<file path="config.mk">
export PLATFORM = sky130hd
export DESIGN_NAME = sbc_cmd
export DESIGN_NICKNAME = d
export VERILOG_FILES = /design/src/core/sbc_pkg.sv /design/src/core/sbc_cmd.sv
export VERILOG_INCLUDE_DIRS = /design/src /design/src/core
export SDC_FILE = /design/constraint.sdc
export NUM_CORES = 1
export LEC_CHECK = 0
export ABC_CLOCK_PERIOD_IN_PS = 5500
export BUFFER_PORTS_ARGS = -buffer_cell sky130_fd_sc_hd__buf_2
export CORE_MARGIN = 2
export CORE_UTILIZATION = 45
export DETAILED_ROUTE_END_ITERATION = 12
export HOLD_SLACK_MARGIN = 0.1
export SYNTH_ARGS = -nofsm -noshare
export SYNTH_HDL_FRONTEND = slang
export SYNTH_SLANG_ARGS = --single-unit
</file>
<file path="constraint.sdc">
create_clock -name ref_clk -period 5.5 [get_ports ref_clk]
set_clock_uncertainty 0.1 [all_clocks]
set_input_delay 0.825 -clock ref_clk [delete_from_list [all_inputs] [get_ports ref_clk]]
set_output_delay 0.825 -clock ref_clk [all_outputs]
set_load 0.01 [all_outputs]
</file>
<file path="src/core/sbc_defines.svh">
// Constants for the serial boot ID check, checksum and baud-rate commands
`ifndef SBC_DEFINES_SVH
`define SBC_DEFINES_SVH
`define SBC_OP_ID_CHECK 8'hF5
`define SBC_OP_READ_CHECK 8'hFD
`define SBC_OP_PAGE_PROG 8'h41
`define SBC_OP_BAUD_9600 8'hB0
`define SBC_OP_BAUD_19200 8'hB1
`define SBC_OP_BAUD_38400 8'hB2
`define SBC_OP_BAUD_57600 8'hB3
`define SBC_ID_ADDR_FIRST 24'h0FFFDF
`define SBC_ID_ADDR_SECOND 24'h0FFFE3
`define SBC_ID_ADDR_THIRD 24'h0FFFEB
`define SBC_ID_ADDR_LAST 24'h0FFFFB
`define SBC_ID_LEN_MAX 8'h07
`define SBC_PAGE_BYTES 9'h100
`define SBC_BAUD_RESET 2'h0
`endif

</file>
<file path="src/core/sbc_pkg.sv">
// Types shared by the serial boot command block
package sbc_pkg;
    typedef enum logic [1:0] {
        SBC_BAUD_9600,
        SBC_BAUD_19200,
        SBC_BAUD_38400,
        SBC_BAUD_57600
    } sbc_baud_e;
    typedef struct packed {
        logic [7:0] data;
        logic valid;
    } sbc_byte_s;
    typedef struct packed {
        logic [23:0] addr;
        logic req;
    } sbc_fetch_s;
endpackage : sbc_pkg

</file>
<file path="src/core/sbc_cmd.sv">
// Serial boot command interpreter: ID check, read check data, baud changes
// Summary of operation
// - With flash not blank, received ID bytes are compared with ID bytes stored in flash.
// - Until an ID match succeeds, commands that need a verified identity are refused; a later failed match does not undo it.
// - ID bytes are 8 bits each, fetched from fixed flash addresses starting at 0FFFDF.
// - Read check data takes opcode FD, then returns checksum low byte and then high byte.
// - The checksum covers write data bytes received by page program commands.
// - Read check data latches the current checksum and clears the accumulator in the same cycle, before sending.
// - Each write byte is added singly; the report is the two's complement of the low 16 bits.
// - Opcode B0 is echoed, and only then the rate becomes 9600 bps.
// - Opcode B1 is echoed, and then the rate becomes 19200 bps.
// - Opcode B2 is echoed, and then the rate becomes 38400 bps.
// - Opcode B3 is echoed, and then the rate becomes 57600 bps.
// - With flash entirely blank every command is accepted.
`timescale 1ns/1ps
`include "sbc_defines.svh"
module sbc_cmd (
    input wire logic ref_clk,
    input wire logic reset,
    input wire sbc_pkg::sbc_byte_s rx_byte,
    input wire logic tx_ready,
    input wire logic tx_done,
    input wire logic flash_blank,
    input wire logic [7:0] flash_rdata,
    input wire logic flash_rvalid,
    output sbc_pkg::sbc_byte_s tx_byte_q,
    output sbc_pkg::sbc_fetch_s fetch_q,
    output sbc_pkg::sbc_baud_e baud_q,
    output logic id_verified_q,
    output logic cmd_refused_q,
    output logic pp_byte_q
);
    typedef enum {
        S_IDLE, S_ID_ADDR, S_ID_LEN, S_ID_DATA, S_ID_FETCH, S_PP_ADDR, S_PP_DATA,
        S_CK_LOW, S_CK_HIGH, S_ECHO, S_ECHO_WAIT, S_SKIP
    } sbc_state_e;
    sbc_state_e state_q;
    logic [1:0] cnt_q;
    logic [8:0] pp_cnt_q;
    logic [2:0] id_len_q;
    logic [2:0] id_idx_q;
    logic [7:0] id_rx_q;
    logic id_ok_q;
    logic [15:0] acc_q;
    logic [15:0] check_q;
    logic [1:0] pend_baud_q;
    logic [7:0] op_q;
    logic allowed;
    logic [23:0] id_addr;
    logic [2:0] next_idx;

    assign allowed = flash_blank | id_verified_q;
    assign next_idx = id_idx_q + 3'h1;

    // fixed storage addresses looked up by index; indices 2-3 share THIRD, 4 and up share LAST
    always_comb begin
        case (id_idx_q)
            3'h0: id_addr = `SBC_ID_ADDR_FIRST;
            3'h1: id_addr = `SBC_ID_ADDR_SECOND;
            3'h2, 3'h3: id_addr = `SBC_ID_ADDR_THIRD;
            default: id_addr = `SBC_ID_ADDR_LAST;
        endcase
    end

    always_ff @(posedge ref_clk) begin
        if (reset) begin
            state_q <= S_IDLE;
            cnt_q <= 2'h0;
            pp_cnt_q <= 9'h000;
            id_len_q <= 3'h0;
            id_idx_q <= 3'h0;
            id_rx_q <= 8'h00;
            id_ok_q <= 1'b0;
            pend_baud_q <= `SBC_BAUD_RESET;
            op_q <= 8'h00;
            tx_byte_q <= '0;
            fetch_q <= '0;
            cmd_refused_q <= 1'b0;
        end else begin
            tx_byte_q.valid <= 1'b0;
            cmd_refused_q <= 1'b0;
            case (state_q)
                S_IDLE: begin
                    if (rx_byte.valid) begin
                        op_q <= rx_byte.data;
                        cnt_q <= 2'h0;
                        case (rx_byte.data)
                            // F5 is followed by three address bytes
                            `SBC_OP_ID_CHECK: state_q <= S_ID_ADDR;
                            `SBC_OP_PAGE_PROG: begin
                                if (allowed) begin
                                    state_q <= S_PP_ADDR;
                                end else begin
                                    cmd_refused_q <= 1'b1;
                                end
                            end
                            `SBC_OP_READ_CHECK: begin
                                if (allowed) begin
                                    state_q <= S_CK_LOW;
                                end else begin
                                    cmd_refused_q <= 1'b1;
                                end
                            end
                            `SBC_OP_BAUD_9600, `SBC_OP_BAUD_19200,
                            `SBC_OP_BAUD_38400, `SBC_OP_BAUD_57600: begin
                                pend_baud_q <= rx_byte.data[1:0];
                                state_q <= S_ECHO;
                            end
                            default: begin
                                if (!allowed) begin
                                    cmd_refused_q <= 1'b1;
                                end
                            end
                        endcase
                    end
                end
                S_ID_ADDR: begin
                    if (rx_byte.valid) begin
                        cnt_q <= cnt_q + 2'h1;
                        if (cnt_q == 2'h2) begin
                            state_q <= S_ID_LEN;
                        end
                    end
                end
                S_ID_LEN: begin
                    if (rx_byte.valid) begin
                        id_len_q <= (rx_byte.data > `SBC_ID_LEN_MAX) ? 3'h7 : rx_byte.data[2:0];
                        id_idx_q <= 3'h0;
                        id_ok_q <= (rx_byte.data == `SBC_ID_LEN_MAX);
                        state_q <= (rx_byte.data == 8'h00) ? S_IDLE : S_ID_DATA;
                    end
                end
                S_ID_DATA: begin
                    // one byte element fetched per received code byte
                    if (rx_byte.valid) begin
                        id_rx_q <= rx_byte.data;
                        fetch_q.addr <= id_addr;
                        fetch_q.req <= 1'b1;
                        state_q <= S_ID_FETCH;
                    end
                end
                S_ID_FETCH: begin
                    fetch_q.req <= 1'b0;
                    if (flash_rvalid) begin
                        if (flash_rdata != id_rx_q) begin
                            id_ok_q <= 1'b0;
                        end
                        id_idx_q <= next_idx;
                        state_q <= (next_idx == id_len_q) ? S_IDLE : S_ID_DATA;
                    end
                end
                S_PP_ADDR: begin
                    if (rx_byte.valid) begin
                        cnt_q <= cnt_q + 2'h1;
                        pp_cnt_q <= 9'h000;
                        if (cnt_q == 2'h1) begin
                            state_q <= S_PP_DATA;
                        end
                    end
                end
                S_PP_DATA: begin
                    if (rx_byte.valid) begin
                        pp_cnt_q <= pp_cnt_q + 9'h001;
                        if (pp_cnt_q == `SBC_PAGE_BYTES - 9'h001) begin
                            state_q <= S_IDLE;
                        end
                    end
                end
                S_CK_LOW: begin
                    if (tx_ready) begin
                        tx_byte_q.data <= check_q[7:0];
                        tx_byte_q.valid <= 1'b1;
                        state_q <= S_CK_HIGH;
                    end
                end
                S_CK_HIGH: begin
                    if (tx_ready && !tx_byte_q.valid) begin
                        tx_byte_q.data <= check_q[15:8];
                        tx_byte_q.valid <= 1'b1;
                        state_q <= S_IDLE;
                    end
                end
                S_ECHO: begin
                    if (tx_ready) begin
                        tx_byte_q.data <= op_q;
                        tx_byte_q.valid <= 1'b1;
                        state_q <= S_ECHO_WAIT;
                    end
                end
                // wait for stop bit before switching
                S_ECHO_WAIT: begin
                    if (tx_done) begin
                        state_q <= S_IDLE;
                    end
                end
                default: state_q <= S_IDLE;
            endcase
        end
    end

    // flag set on full match, held until reset
    always_ff @(posedge ref_clk) begin
        if (reset) begin
            id_verified_q <= 1'b0;
        end else if (state_q == S_ID_FETCH && flash_rvalid && next_idx == id_len_q && id_len_q == 3'h7
                     && id_ok_q && flash_rdata == id_rx_q && !flash_blank) begin
            id_verified_q <= 1'b1;
        end
    end

    // cleared once the checksum is latched for sending
    // byte-wise sum, reported as two's complement
    always_ff @(posedge ref_clk) begin
        if (reset) begin
            acc_q <= 16'h0000;
            check_q <= 16'h0000;
            pp_byte_q <= 1'b0;
        end else begin
            pp_byte_q <= (state_q == S_PP_DATA) && rx_byte.valid;
            if (state_q == S_IDLE && rx_byte.valid && rx_byte.data == `SBC_OP_READ_CHECK && allowed) begin
                check_q <= 16'h0000 - acc_q;
                acc_q <= 16'h0000;
            end else if (state_q == S_PP_DATA && rx_byte.valid) begin
                acc_q <= acc_q + {8'h00, rx_byte.data};
            end
        end
    end

    // rate switched only after echo completes
    always_ff @(posedge ref_clk) begin
        if (reset) begin
            baud_q <= sbc_pkg::SBC_BAUD_9600;
        end else if (state_q == S_ECHO_WAIT && tx_done) begin
            baud_q <= sbc_pkg::sbc_baud_e'(pend_baud_q);
        end
    end

    // Assertions
    a_baud_after_echo: assert property (@(posedge ref_clk) disable iff (reset)
        $changed(baud_q) |-> $past(state_q) == S_ECHO_WAIT && $past(tx_done))
        else $error("baud changed without completed echo");
    a_echo_matches_op: assert property (@(posedge ref_clk) disable iff (reset)
        (state_q == S_ECHO && tx_ready) |=> tx_byte_q.valid && tx_byte_q.data == op_q)
        else $error("echo byte differs from opcode");
    a_refuse_unverified: assert property (@(posedge ref_clk) disable iff (reset)
        (state_q == S_IDLE && rx_byte.valid && rx_byte.data == `SBC_OP_PAGE_PROG && !allowed)
        |=> cmd_refused_q && state_q == S_IDLE)
        else $error("restricted command not refused");
    a_blank_accepts: assert property (@(posedge ref_clk) disable iff (reset)
        (state_q == S_IDLE && rx_byte.valid && rx_byte.data == `SBC_OP_READ_CHECK && flash_blank)
        |=> state_q == S_CK_LOW && !cmd_refused_q)
        else $error("blank flash refused a command");
    a_check_clear: assert property (@(posedge ref_clk) disable iff (reset)
        (state_q == S_CK_LOW) |-> acc_q == 16'h0000 || $past(state_q) != S_IDLE)
        else $error("accumulator not cleared by read check");
    a_check_twos: assert property (@(posedge ref_clk) disable iff (reset)
        (state_q == S_IDLE && rx_byte.valid && rx_byte.data == `SBC_OP_READ_CHECK && allowed)
        |=> check_q + $past(acc_q) == 16'h0000)
        else $error("check data not two's complement");
    a_check_order: assert property (@(posedge ref_clk) disable iff (reset)
        (state_q == S_CK_LOW && tx_ready) |=> tx_byte_q.data == check_q[7:0] ##[1:20] state_q == S_IDLE)
        else $error("check data order wrong");
    a_pp_sum: assert property (@(posedge ref_clk) disable iff (reset)
        (state_q == S_PP_DATA && rx_byte.valid) |=> acc_q == $past(acc_q) + {8'h00, $past(rx_byte.data)})
        else $error("page byte not accumulated");
    a_id_first_addr: assert property (@(posedge ref_clk) disable iff (reset)
        (state_q == S_ID_DATA && rx_byte.valid && id_idx_q == 3'h0) |=> fetch_q.addr == `SBC_ID_ADDR_FIRST)
        else $error("first ID address wrong");
    a_id_mismatch: assert property (@(posedge ref_clk) disable iff (reset)
        (state_q == S_ID_FETCH && flash_rvalid && flash_rdata != id_rx_q && !id_verified_q) |=> !id_verified_q)
        else $error("mismatched ID verified");
endmodule : sbc_cmd

</file>
; Word-level counts from Yosys, hierarchy flattened
; Index checks and enable logic that the tools add are counted.
[op_classes]
eq_ne = 50
n_lt_le_gt_ge = 1
n_bitwise = 3
n_reduce_logical = 39
muxes = 42
n_addsub = 5
[ops]
columns = operator, n
row1 = 2-to-1 mux 32 bit, 16
row2 = case mux 32 bit (11 select lines), 1
row3 = equality test 32 x 4 -> 1 bit (second input constant), 5
row4 = equality test 32 x 3 -> 1 bit (second input constant), 4
row5 = case mux 32 bit (4 select lines), 1
row6 = equality test 32 x 2 -> 1 bit (second input constant), 2
row7 = logical NOT 32 bit, 2
row8 = equality test 8 bit (second input constant), 6
row9 = 2-to-1 mux 9 bit, 5
row10 = equality test 32 x 1 -> 1 bit (second input constant), 1
row11 = equality test 32 x 5 -> 1 bit (second input constant), 1
row12 = inequality test 2 bit (second input constant), 15
row13 = case mux 9 bit (3 select lines), 1
row14 = case mux 6 bit (3 select lines), 1
row15 = case mux 9 bit (2 select lines), 1
row16 = AND reduction 17 bit, 1
row17 = adder 16 x 8 -> 16 bit, 1
row18 = subtractor 1 x 16 -> 16 bit (first input constant), 1
row19 = logical AND 1 bit, 12
row20 = AND reduction 3 bit, 4
row21 = adder 9 x 1 -> 9 bit (second input constant), 1
row22 = equality test 9 x 8 -> 1 bit (second input constant), 1
row23 = 2-to-1 mux 3 bit, 3
row24 = equality test 8 x 3 -> 1 bit (second input constant), 1
row25 = 32 further kinds, 53
[totals]
ff_bits = 122
out_inout_bits = 39
elab_cells = 159

; Logic depth before layout (Yosys ltp)
; Gate-level depths: netlist of run 1.
[logic_depth]
depth_word = 7
mapped_depth = 10
depth_no_buf = 10

; Least setup slack after synthesis of run 1
; Ideal clock, no wire load.
[synth_timing]
kind = input-to-reg
start = input port rx_byte[2] (netlist name)
end = register acc_q[6]
t_arrival_ns = 2.307
path_buffers = 1
path_stages = 9
setup_ns = 0.128
slack_ns = 2.965
path_cell_list = buf_2 inv_1 fa_1 nor2b_1 o21a_1 o21ai_1 and4b_1 o21ai_0 a31oi_1
[synth_via]
elab_chain_len = 4
word_cells_on_any_way = 5
[synth_lines]
columns = element, line_no
row1 = "start, declared", sbc_cmd.sv:20  ; input wire sbc_pkg::sbc_byte_s rx_byte,
row2 = "parallel branches: the longest is 4 deep, another holds adder 16 x 8 -> 16 bit", -
row3 = "end signal, assigned", sbc_cmd.sv:224  ; acc_q <= acc_q + {8'h00, rx_byte.data};
row4 = "end, declared", sbc_cmd.sv:44  ; logic [15:0] acc_q;
; Parallel ways; which one is timed is not known.
; A chain may end at the register's enable or synchronous reset.

; Final worst setup path of run 1
[layout_timing]
start = register state_q[0]
end = register check_q[5]
[layout_via]
elab_chain_len = 4
[layout_lines]
columns = element, line_no
row1 = "start, declared", sbc_cmd.sv:37  ; sbc_state_e state_q;
row2 = "start signal, assigned", sbc_cmd.sv:130  ; state_q <= (rx_byte.data == 8'h00) ? S_IDLE : S_ID_DATA;
row3 = "start signal, assigned", sbc_cmd.sv:149  ; state_q <= (next_idx == id_len_q) ? S_IDLE : S_ID_DATA;
row4 = logical NOT 32 bit, sbc_cmd.sv:220  ; if (state_q == S_IDLE && rx_byte.valid && rx_byte.data == `SBC_OP_READ_CHECK && allowed) begin
row5 = logical AND 1 bit, sbc_cmd.sv:220
row6 = logical AND 1 bit (no source line), -
row7 = logical AND 1 bit, sbc_cmd.sv:220
row8 = "end signal, assigned", sbc_cmd.sv:221  ; check_q <= 16'h0000 - acc_q;
row9 = "end, declared", sbc_cmd.sv:45  ; logic [15:0] check_q;
; Every way passes these cells.

==> results of run 1 <==
## report_power, final
| group | switching (µW) | internal [µW] |
|---|---|---|
| combinational | 154 | 84.7 |
| sequential | 42.4 | 689 |
| clock | 278 | 222 |
| total | 475 | 995 |
## area by class of cell
cell class	instances	area (µm²)
fillers	1055	5420
multi-input cells	438	2700
flip-flops and latches	92	1840
repair buffers	59	300
well taps	140	175
clock buffers	9	124
clock inverters	7	91.3
inverters	23	86.3
## critical path, stage by stage, from the launching register on
cell and delay (ns):
dfxtp_1 0.53, nor2_1 0.39, and2_1 0.22, nand2_1 0.28
nor3_2 0.85, a32o_1 0.27
## cell families (layout without fill, tap and decap cells)
family	count (synthesis)	count (layout)	synth area share
XOR/XNOR	32	32	0.0573
other	1	4	0.000766
flip-flops	92	92	0.376
AND/OR/NAND/NOR	238	238	0.242
adder cells (fa/ha/maj)	17	17	0.0450
AO/OA/AOI/OAI	141	141	0.193
buffers and inverters	71	98	0.0736
multiplexers	6	6	0.0123
## cells in the final DEF (no fill, tap or decap), types with 4 or more instances in the layout
cell type and instances:
xor2_1 14, buf_2 57, o22ai_1 5, nor2b_1 5
nor4_1 9, mux2i_1 6, nand2b_1 4, nand3_1 15
a211oi_1 9, and2_1 4, dfxtp_1 92, nor3_1 15
a22o_1 16, a222oi_1 8, nand3b_1 8, nand2_1 77
or3_1 6, xnor2_1 18, ha_1 16, nand4_1 6
a21oi_1 60, nor2_1 65, conb_1 4, o21ai_0 11
clkbuf_8 9, inv_1 23
## worst paths after layout
kind | from | to | cells after the start
worst min register to register | fetch_q[4] | fetch_q[4] | 2
worst max register to register | state_q[0] | check_q[5] | 5
worst max-delay path | state_q[0] | check_q[5] | 5
worst min-delay path | fetch_q[4] | fetch_q[4] | 2
## metrics by stage
| stage | std cells | hold WS, ns | setup WS (ns) | util | cell area, µm² |
|---|---|---|---|---|---|
| after floorplan | 601 | 0.336 | 2.97 | - | 4900 |
| after global placement | 752 | 0.342 | 2.66 | 0.475 | 5110 |
| after detailed placement | 752 | 0.344 | 2.58 | 0.475 | 5110 |
| after CTS | 768 | 0.357 | 2.83 | 0.495 | 5320 |
| after global routing | 768 | 0.372 | 2.51 | 0.495 | 5320 |
| final | 768 | 0.354 | 2.80 | 0.495 | 5320 |
## sequential cells by signal, summed over array words and instances, names as in the netlist
name and count:
cmd_refused_q 1, id_rx_q 8, pend_baud_q 2, fetch_q 6
baud_q 2, check_q 16, tx_byte_q 9, cnt_q 2
id_idx_q 3, acc_q 16, id_len_q 3, state_q 4
pp_byte_q 1, pp_cnt_q 9, op_q 8, id_verified_q 1
id_ok_q 1
## metal layers
metal | GRT usage | up-vias
met3 | 0.0464 | 12
met1 | 0.304 | 1930
met5 | 0 | -
li1 | - | 2155
met4 | 0.0668 | 0
met2 | 0.316 | 101
## synth_stat cells, drive strengths merged, types with 15 or more instances
cell type / count / area (µm²)
dfxtp: 92 / 1840
nand2: 77 / 289
nor2: 65 / 244
a21oi: 60 / 300
buf: 31 / 209
inv: 23 / 86.3
xnor2: 18 / 158
clkbuf: 17 / 65.1
nor3: 17 / 95.1
a22o: 16 / 140
ha: 16 / 200
nand3: 15 / 75.1
==> results.toml, run 1 <==
[timing]
tightest_slew_ns = 1.07
setup_violations = 0
rsz0062_at_grt = "no"
slew_violations = 0
fin_crit_ns = 2.70
setup_tns_ns = 0
relSlewSlack = 0.284
min_period_over_period = 0.490
fmax_mhz = 371
hold_violations = 0

[routing]
drt-met1-wl_um = 5850
wl_met2_um = 5000
routed-wl-met3_um = 630
drt_wl_total_um = 11600
top_layer = "met4"
vias = 4198
drc = 0
drtIter0Drc = 296
wire_per_inst_um = 15.2
route.antenna.remaining_nets = 0
drt_pass1_iterations = 4
vias_per_cell = 5.47

[cts]
cts-root-buf = "clkbuf_8"
clkSlewWorstSetupHoldPaths_ns = 0.10
cts_resized = 0
clockBufferDepth = 2
cts.sinks = 92
clock_latency_ns = 0.39
cts_tree = "yes"
post_cts_buffers = 0
cts_max_level = 3
ctsHoldBuffers = 0
cts_made_buffers = 9

[synth]
syn_area_per_cell_um2 = 8.18
synth_cell_types = 67
yosysWarnings = 0
ys_async_sr_fraction = 0
synthFlopType = "dfxtp_1"
netlist_instances = 598
synthesis.area_mm2 = 0.00489
synth_edf_count = 0
ys_seq_area_frac = 0.376
ys_seq_elements = 92

[run]
maxCapViolations = 0

[grt]
grt_pass1_vias = 3845
antenna_found_initial = 0
grt_overflow = 0
grt_pass1_wl_um = 19300
grt_usage = 0.212
grt_start_max_net_pins = 62

[floorplanning]
pin_count = 62
die-width_um = 108
num_rows = 38
coreArea_mm2 = 0.0107
dieArea_mm2 = 0.0117
die_h_um = 108
start_util = 0.455

[finish]
nNetsFinal = 663
drive_gt1_frac = 0.140
antenna_cells = 0
area_delta_synth_final_pct = 8.74

[setup_path]
crit_arrival_ns = 2.94
r2r_slack_ns = 2.80
worstPathRequired_ns = 5.74
path_max_fanout = 19
endpoint_kind = "flop"
cp-start-kind = "flop"
crit_type = "flop to flop"

[run_status]
status = "complete, no violations"

[power]
power_density_mw_per_mm2 = 276
peakVddDrop_mv = 0.122
finalPower_uw = 1470
p_leak_uw = 0.00213

[placement]
hpwl_um = 8420
io_buffers = 57
globalplace.congestion = 0.820

[hold_path]
hp-class = "flop to flop"
(Power assumes the default switching activity.)
==> run 2: changes to the inputs <==
--- a/config.mk
+++ b/config.mk
@@ -6,7 +6,7 @@
 export SDC_FILE = /design/constraint.sdc
 export NUM_CORES = 1
 export LEC_CHECK = 0
-export ABC_CLOCK_PERIOD_IN_PS = 5500
+export ABC_CLOCK_PERIOD_IN_PS = 2690
 export BUFFER_PORTS_ARGS = -buffer_cell sky130_fd_sc_hd__buf_2
 export CORE_MARGIN = 2
 export CORE_UTILIZATION = 45
==> constraint.sdc (replaced) <==
create_clock -name ref_clk -period 2.69 [get_ports ref_clk]
set_clock_uncertainty 0.1 [all_clocks]
set_input_delay 0.4035 -clock ref_clk [delete_from_list [all_inputs] [get_ports ref_clk]]
set_output_delay 0.4035 -clock ref_clk [all_outputs]
set_load 0.01 [all_outputs]
==> results.toml, run 2 (synthesis results as in run 1) <==
[finish]
fill_cells = 1067
multi_input_area_mm2 = 0.00270
design_area_mm2 = 0.00540
seq_area_mm2 = 0.00184
most-common-layout-cells = "92 x dfxtp_1, 77 x nand2_1, 65 x nor2_1"
final-instance-count-excl-fill = 781
area_delta_synth_final_pct = 10.3
drive_gt1_frac = 0.158
antenna_cells = 0
reg_top3 = "acc_q: 16 flops, check_q: 16 flops"
nNetsFinal = 676
mostFrequentLayoutCell = "dfxtp_1"

[power]
power_density_mw_per_mm2 = 546
p_clk_frac = 0.309
p_leak_uw = 0.00218
pwr-share-comb = 0.193
peakVddDrop_mv = 0.302
power_switching_uw = 965
seqPwrFrac = 0.498
intPower_uw = 1980
finalPower_uw = 2950
netSwitchingFraction = 0.327

[cts]
clkSlewWorstSetupHoldPaths_ns = 0.10
clockBufferDepth = 2
cts_made_buffers = 9
cts_max_level = 3
cts_resized = 0
cts-root-buf = "clkbuf_8"
cts.sinks = 92
post_cts_buffers = 0
cts_tree = "yes"
ctsHoldBuffers = 0
clock_latency_ns = 0.37

[timing]
slew_violations = 0
layout_setup_ws_ns = 0.341
setup_violations = 0
hold_violations = 0
relSlewSlack = 0.343
fmax_mhz = 426
min_period_over_period = 0.873
setup_tns_ns = 0
rsz0062_at_grt = "no"
fin_crit_ns = 2.35
tightest_slew_ns = 0.977

[floorplanning]
pin_count = 62
num_rows = 38
coreArea_mm2 = 0.0107
start_util = 0.455
die-width_um = 108
die_h_um = 108
dieArea_mm2 = 0.0117

[run_status]
status = "complete, no violations"

[setup_path]
endpoint_kind = "flop"
crit_arrival_ns = 2.50
worstPathRequired_ns = 2.84
path_max_fanout = 5
cp-start-kind = "flop"
r2r_slack_ns = 0.34
crit_type = "flop to flop"

[routing]
wire_per_inst_um = 15.3
drc = 0
vias_per_cell = 5.56
route.antenna.remaining_nets = 0
drt_wl_total_um = 12000
vias = 4339
drt_pass1_iterations = 8
drtIter0Drc = 298

[hold_path]
hp-class = "input pin to flop"

[grt]
antenna_found_initial = 0
grt_pass1_wl_um = 19600
grt_pass1_vias = 3991
grt_overflow = 0
grt_start_max_net_pins = 25
grt_usage = 0.211

[placement]
hpwl_um = 8850
place_ws_ns = 0.204
dp.cells = 765
globalplace.congestion = 0.832
placement.cell_area_mm2 = 0.00520
io_buffers = 57

[run]
maxCapViolations = 0
## run 2: cell count changes in the layout (fill, tap and decap cells not counted)
cell / delta
clkinv_4: +1
inv_6: -1
bufinv_16: -1
buf_4: +13
clkinvlp_4: +1
## run 2: per-stage QoR
stage	hold slack, ns	util
after floorplan	0.336	-
after global placement	0.341	0.484
after detailed placement	0.344	0.484
after CTS	0.231	0.502
after global routing	0.247	0.502
final	0.242	0.502
## run 2: worst paths after layout
kind | from | end | depth (start not counted)
worst min-delay path | rx_byte[5] | op_q[4] | 3
worst min register to register | fetch_q[4] | fetch_q[4] | 2
worst max-delay path | pp_cnt_q[0] | state_q[2] | 10
worst max register to register | pp_cnt_q[0] | state_q[2] | 10
## run 2: area by class of cell
class                      count  share of cell area
clock buffer                   9              0.0230
clock inverter                 7              0.0128
inverter                      23              0.0160
multi-input combinational    438               0.501
sequential                    92               0.341
tap                          140              0.0325
timing repair buffer          72              0.0737
## run 2: per-layer routing
layer / up-vias / wire length [µm] / track usage / share of wire
met3: 10 / 587 / 0.0380 / 0.049
met1: 2041 / 6110 / 0.300 / 0.51
li1: 2178 / - / - / -
met5: - / 0 / 0 / 0
met2: 110 / 5160 / 0.328 / 0.43
met4: 0 / 124 / 0.0604 / 0.010
## run 2: critical path: stages (launching register included)
cell and delay (ns):
dfxtp_1 0.38, ha_1 0.22, nand3_1 0.10, nor2_1 0.13, and3_1 0.18, ha_1 0.14
a211o_1 0.12, a31oi_1 0.14, nor4b_4 0.44, mux2i_1 0.24, nor2_1 0.05
## run 2: power by group through the flow
stage / clock network [µW] / logic [µW] / registers [µW]
2_1_floorplan: 0 / 409 / 1470
3_5_place_dp: 0 / 565 / 1500
4_1_cts: 932 / 566 / 1470
6_report: 909 / 570 / 1470
5_1_grt: 998 / 624 / 1470
3_3_place_gp: 0 / 557 / 1500
==> run 3: changes to the inputs <==
--- a/config.mk
+++ b/config.mk
@@ -9,7 +9,7 @@
 export ABC_CLOCK_PERIOD_IN_PS = 2690
 export BUFFER_PORTS_ARGS = -buffer_cell sky130_fd_sc_hd__buf_2
 export CORE_MARGIN = 2
-export CORE_UTILIZATION = 45
+export CORE_UTILIZATION = 40
 export DETAILED_ROUTE_END_ITERATION = 12
 export HOLD_SLACK_MARGIN = 0.1
 export SYNTH_ARGS = -nofsm -noshare
==> results.toml, run 3 (synthesis results as in run 1) <==
[grt]
grt_usage = 0.189
grt_pass1_vias = 4033
grt_pass1_wl_um = 19700
grt_overflow = 0
grt_start_max_net_pins = 31
antenna_found_initial = 0

[finish]
antenna_cells = 0
nNetsFinal = 677
final-instance-count-excl-fill = 788
most-common-layout-cells = "92 x dfxtp_1, 77 x nand2_1, 65 x nor2_1"
drive_gt1_frac = 0.158
area_delta_synth_final_pct = 13.6
reg_top3 = "acc_q: 16 flops, check_q: 16 flops"
mostFrequentLayoutCell = "dfxtp_1"

[setup_path]
slowest_stage = "nor3_1"
path_max_fanout = 15
endpoint_kind = "flop"
cp-start-kind = "flop"
crit_arrival_ns = 2.60
critPathBufInv = 1
max_stage_delay_ns = 0.78
crit_chain = "buf_4 -> nand2_1 -> nor3_1 -> a222oi_1 -> a21oi_1"
path_delay_family = "simple AND/OR/NAND/NOR gates"
crit_type = "flop to flop"
worstPathRequired_ns = 2.87

[floorplanning]
die-width_um = 115
coreArea_mm2 = 0.0120
dieArea_mm2 = 0.0131
start_util = 0.409
num_rows = 40
die_h_um = 115
pin_count = 62

[timing]
setup_violations = 0
hold_violations = 0
relSlewSlack = 0.354
slew_violations = 0
layout_setup_ws_ns = 0.272
fin_hold_ws_ns = 0.273
min_period_over_period = 0.899
rsz0062_at_grt = "no"
fmax_mhz = 414
fin_crit_ns = 2.42
tightest_slew_ns = 0.962
setup_tns_ns = 0

[cts]
cts_resized = 0
clkSlewWorstSetupHoldPaths_ns = 0.06
cts-root-buf = "clkbuf_16"
cts.sinks = 92
ctsHoldBuffers = 0
cts_tree = "yes"
clock_latency_ns = 0.34
clockBufferDepth = 2
cts_max_level = 3
cts_made_buffers = 9
post_cts_buffers = 0

[power]
intPower_uw = 2530
p_leak_uw = 0.00226
power_switching_uw = 959
netSwitchingFraction = 0.275
p_clk_frac = 0.413
seqPwrFrac = 0.415
power_density_mw_per_mm2 = 628
pwr-share-comb = 0.172
peakVddDrop_mv = 0.294

[run_status]
status = "complete, no violations"

[routing]
drc = 0
wire_per_inst_um = 15.2
drt_wl_total_um = 12000
drtIter0Drc = 281
vias_per_cell = 5.42
vias = 4268
route.antenna.remaining_nets = 0
drt_pass1_iterations = 6

[placement]
globalplace.congestion = 0.838
hpwl_um = 9020
io_buffers = 57
place_ws_ns = 0.253
dp.cells = 773

[run]
maxCapViolations = 0

[hold_path]
hp-class = "input pin to flop"
## run 3: cell types whose count changed in the layout (fill, tap and decap cells not counted), sizes merged
cell / delta
bufinv: +3
clkinvlp: -2
inv: -2
buf: +1
## run 3: area by class of cell
type	instances	area, µm²
fillers	1186	6400
well taps	147	184
repair buffers	73	405
clock inverters	6	113
multi-input cells	438	2700
clock buffers	9	225
flip-flops and latches	92	1840
inverters	23	86.3
## run 3: path summary, 6_finish.rpt
path / from / to / slack, ns / cells past startpoint
worst min-delay path: rx_byte[8] / op_q[7] / 0.27 / 3
worst min register to register: fetch_q[4] / fetch_q[4] / 0.35 / 2
worst max register to register: state_q[1] / tx_byte_q[6] / 0.27 / 5
worst max-delay path: state_q[1] / tx_byte_q[6] / 0.27 / 5
## run 3: per-stage QoR
stage / utilization / total power [µW] / instance area (µm²)
floorplan: - / 1870 / 4900
global placement: 0.436 / 2060 / 5220
detailed placement: 0.436 / 2070 / 5220
CTS: 0.465 / 3510 / 5560
global route: 0.465 / 3630 / 5560
finish: 0.465 / 3490 / 5560
## run 3: power by group through the flow
| stage | combinational (µW) | clock [µW] | sequential [µW] |
|---|---|---|---|
| 6_report | 599 | 1440 | 1450 |
| 5_1_grt | 655 | 1520 | 1450 |
| 4_1_cts | 593 | 1470 | 1450 |
| 3_5_place_dp | 591 | 0 | 1480 |
| 3_3_place_gp | 579 | 0 | 1480 |
| 2_1_floorplan | 409 | 0 | 1470 |
## run 3: layer usage
layer	global-route usage	part of all wire
met1	0.264	0.51
met3	0.0291	0.044
met5	0	0
met4	0.0837	0.022
met2	0.289	0.42
## run 3: worst register-to-register path: cells and delay by family (launching register included)
family                 cells  cell delay [ns]
buffers and inverters      1             0.23
AND/OR/NAND/NOR            2             0.89
AO/OA/AOI/OAI              2             0.49
flip-flops                 1             0.64
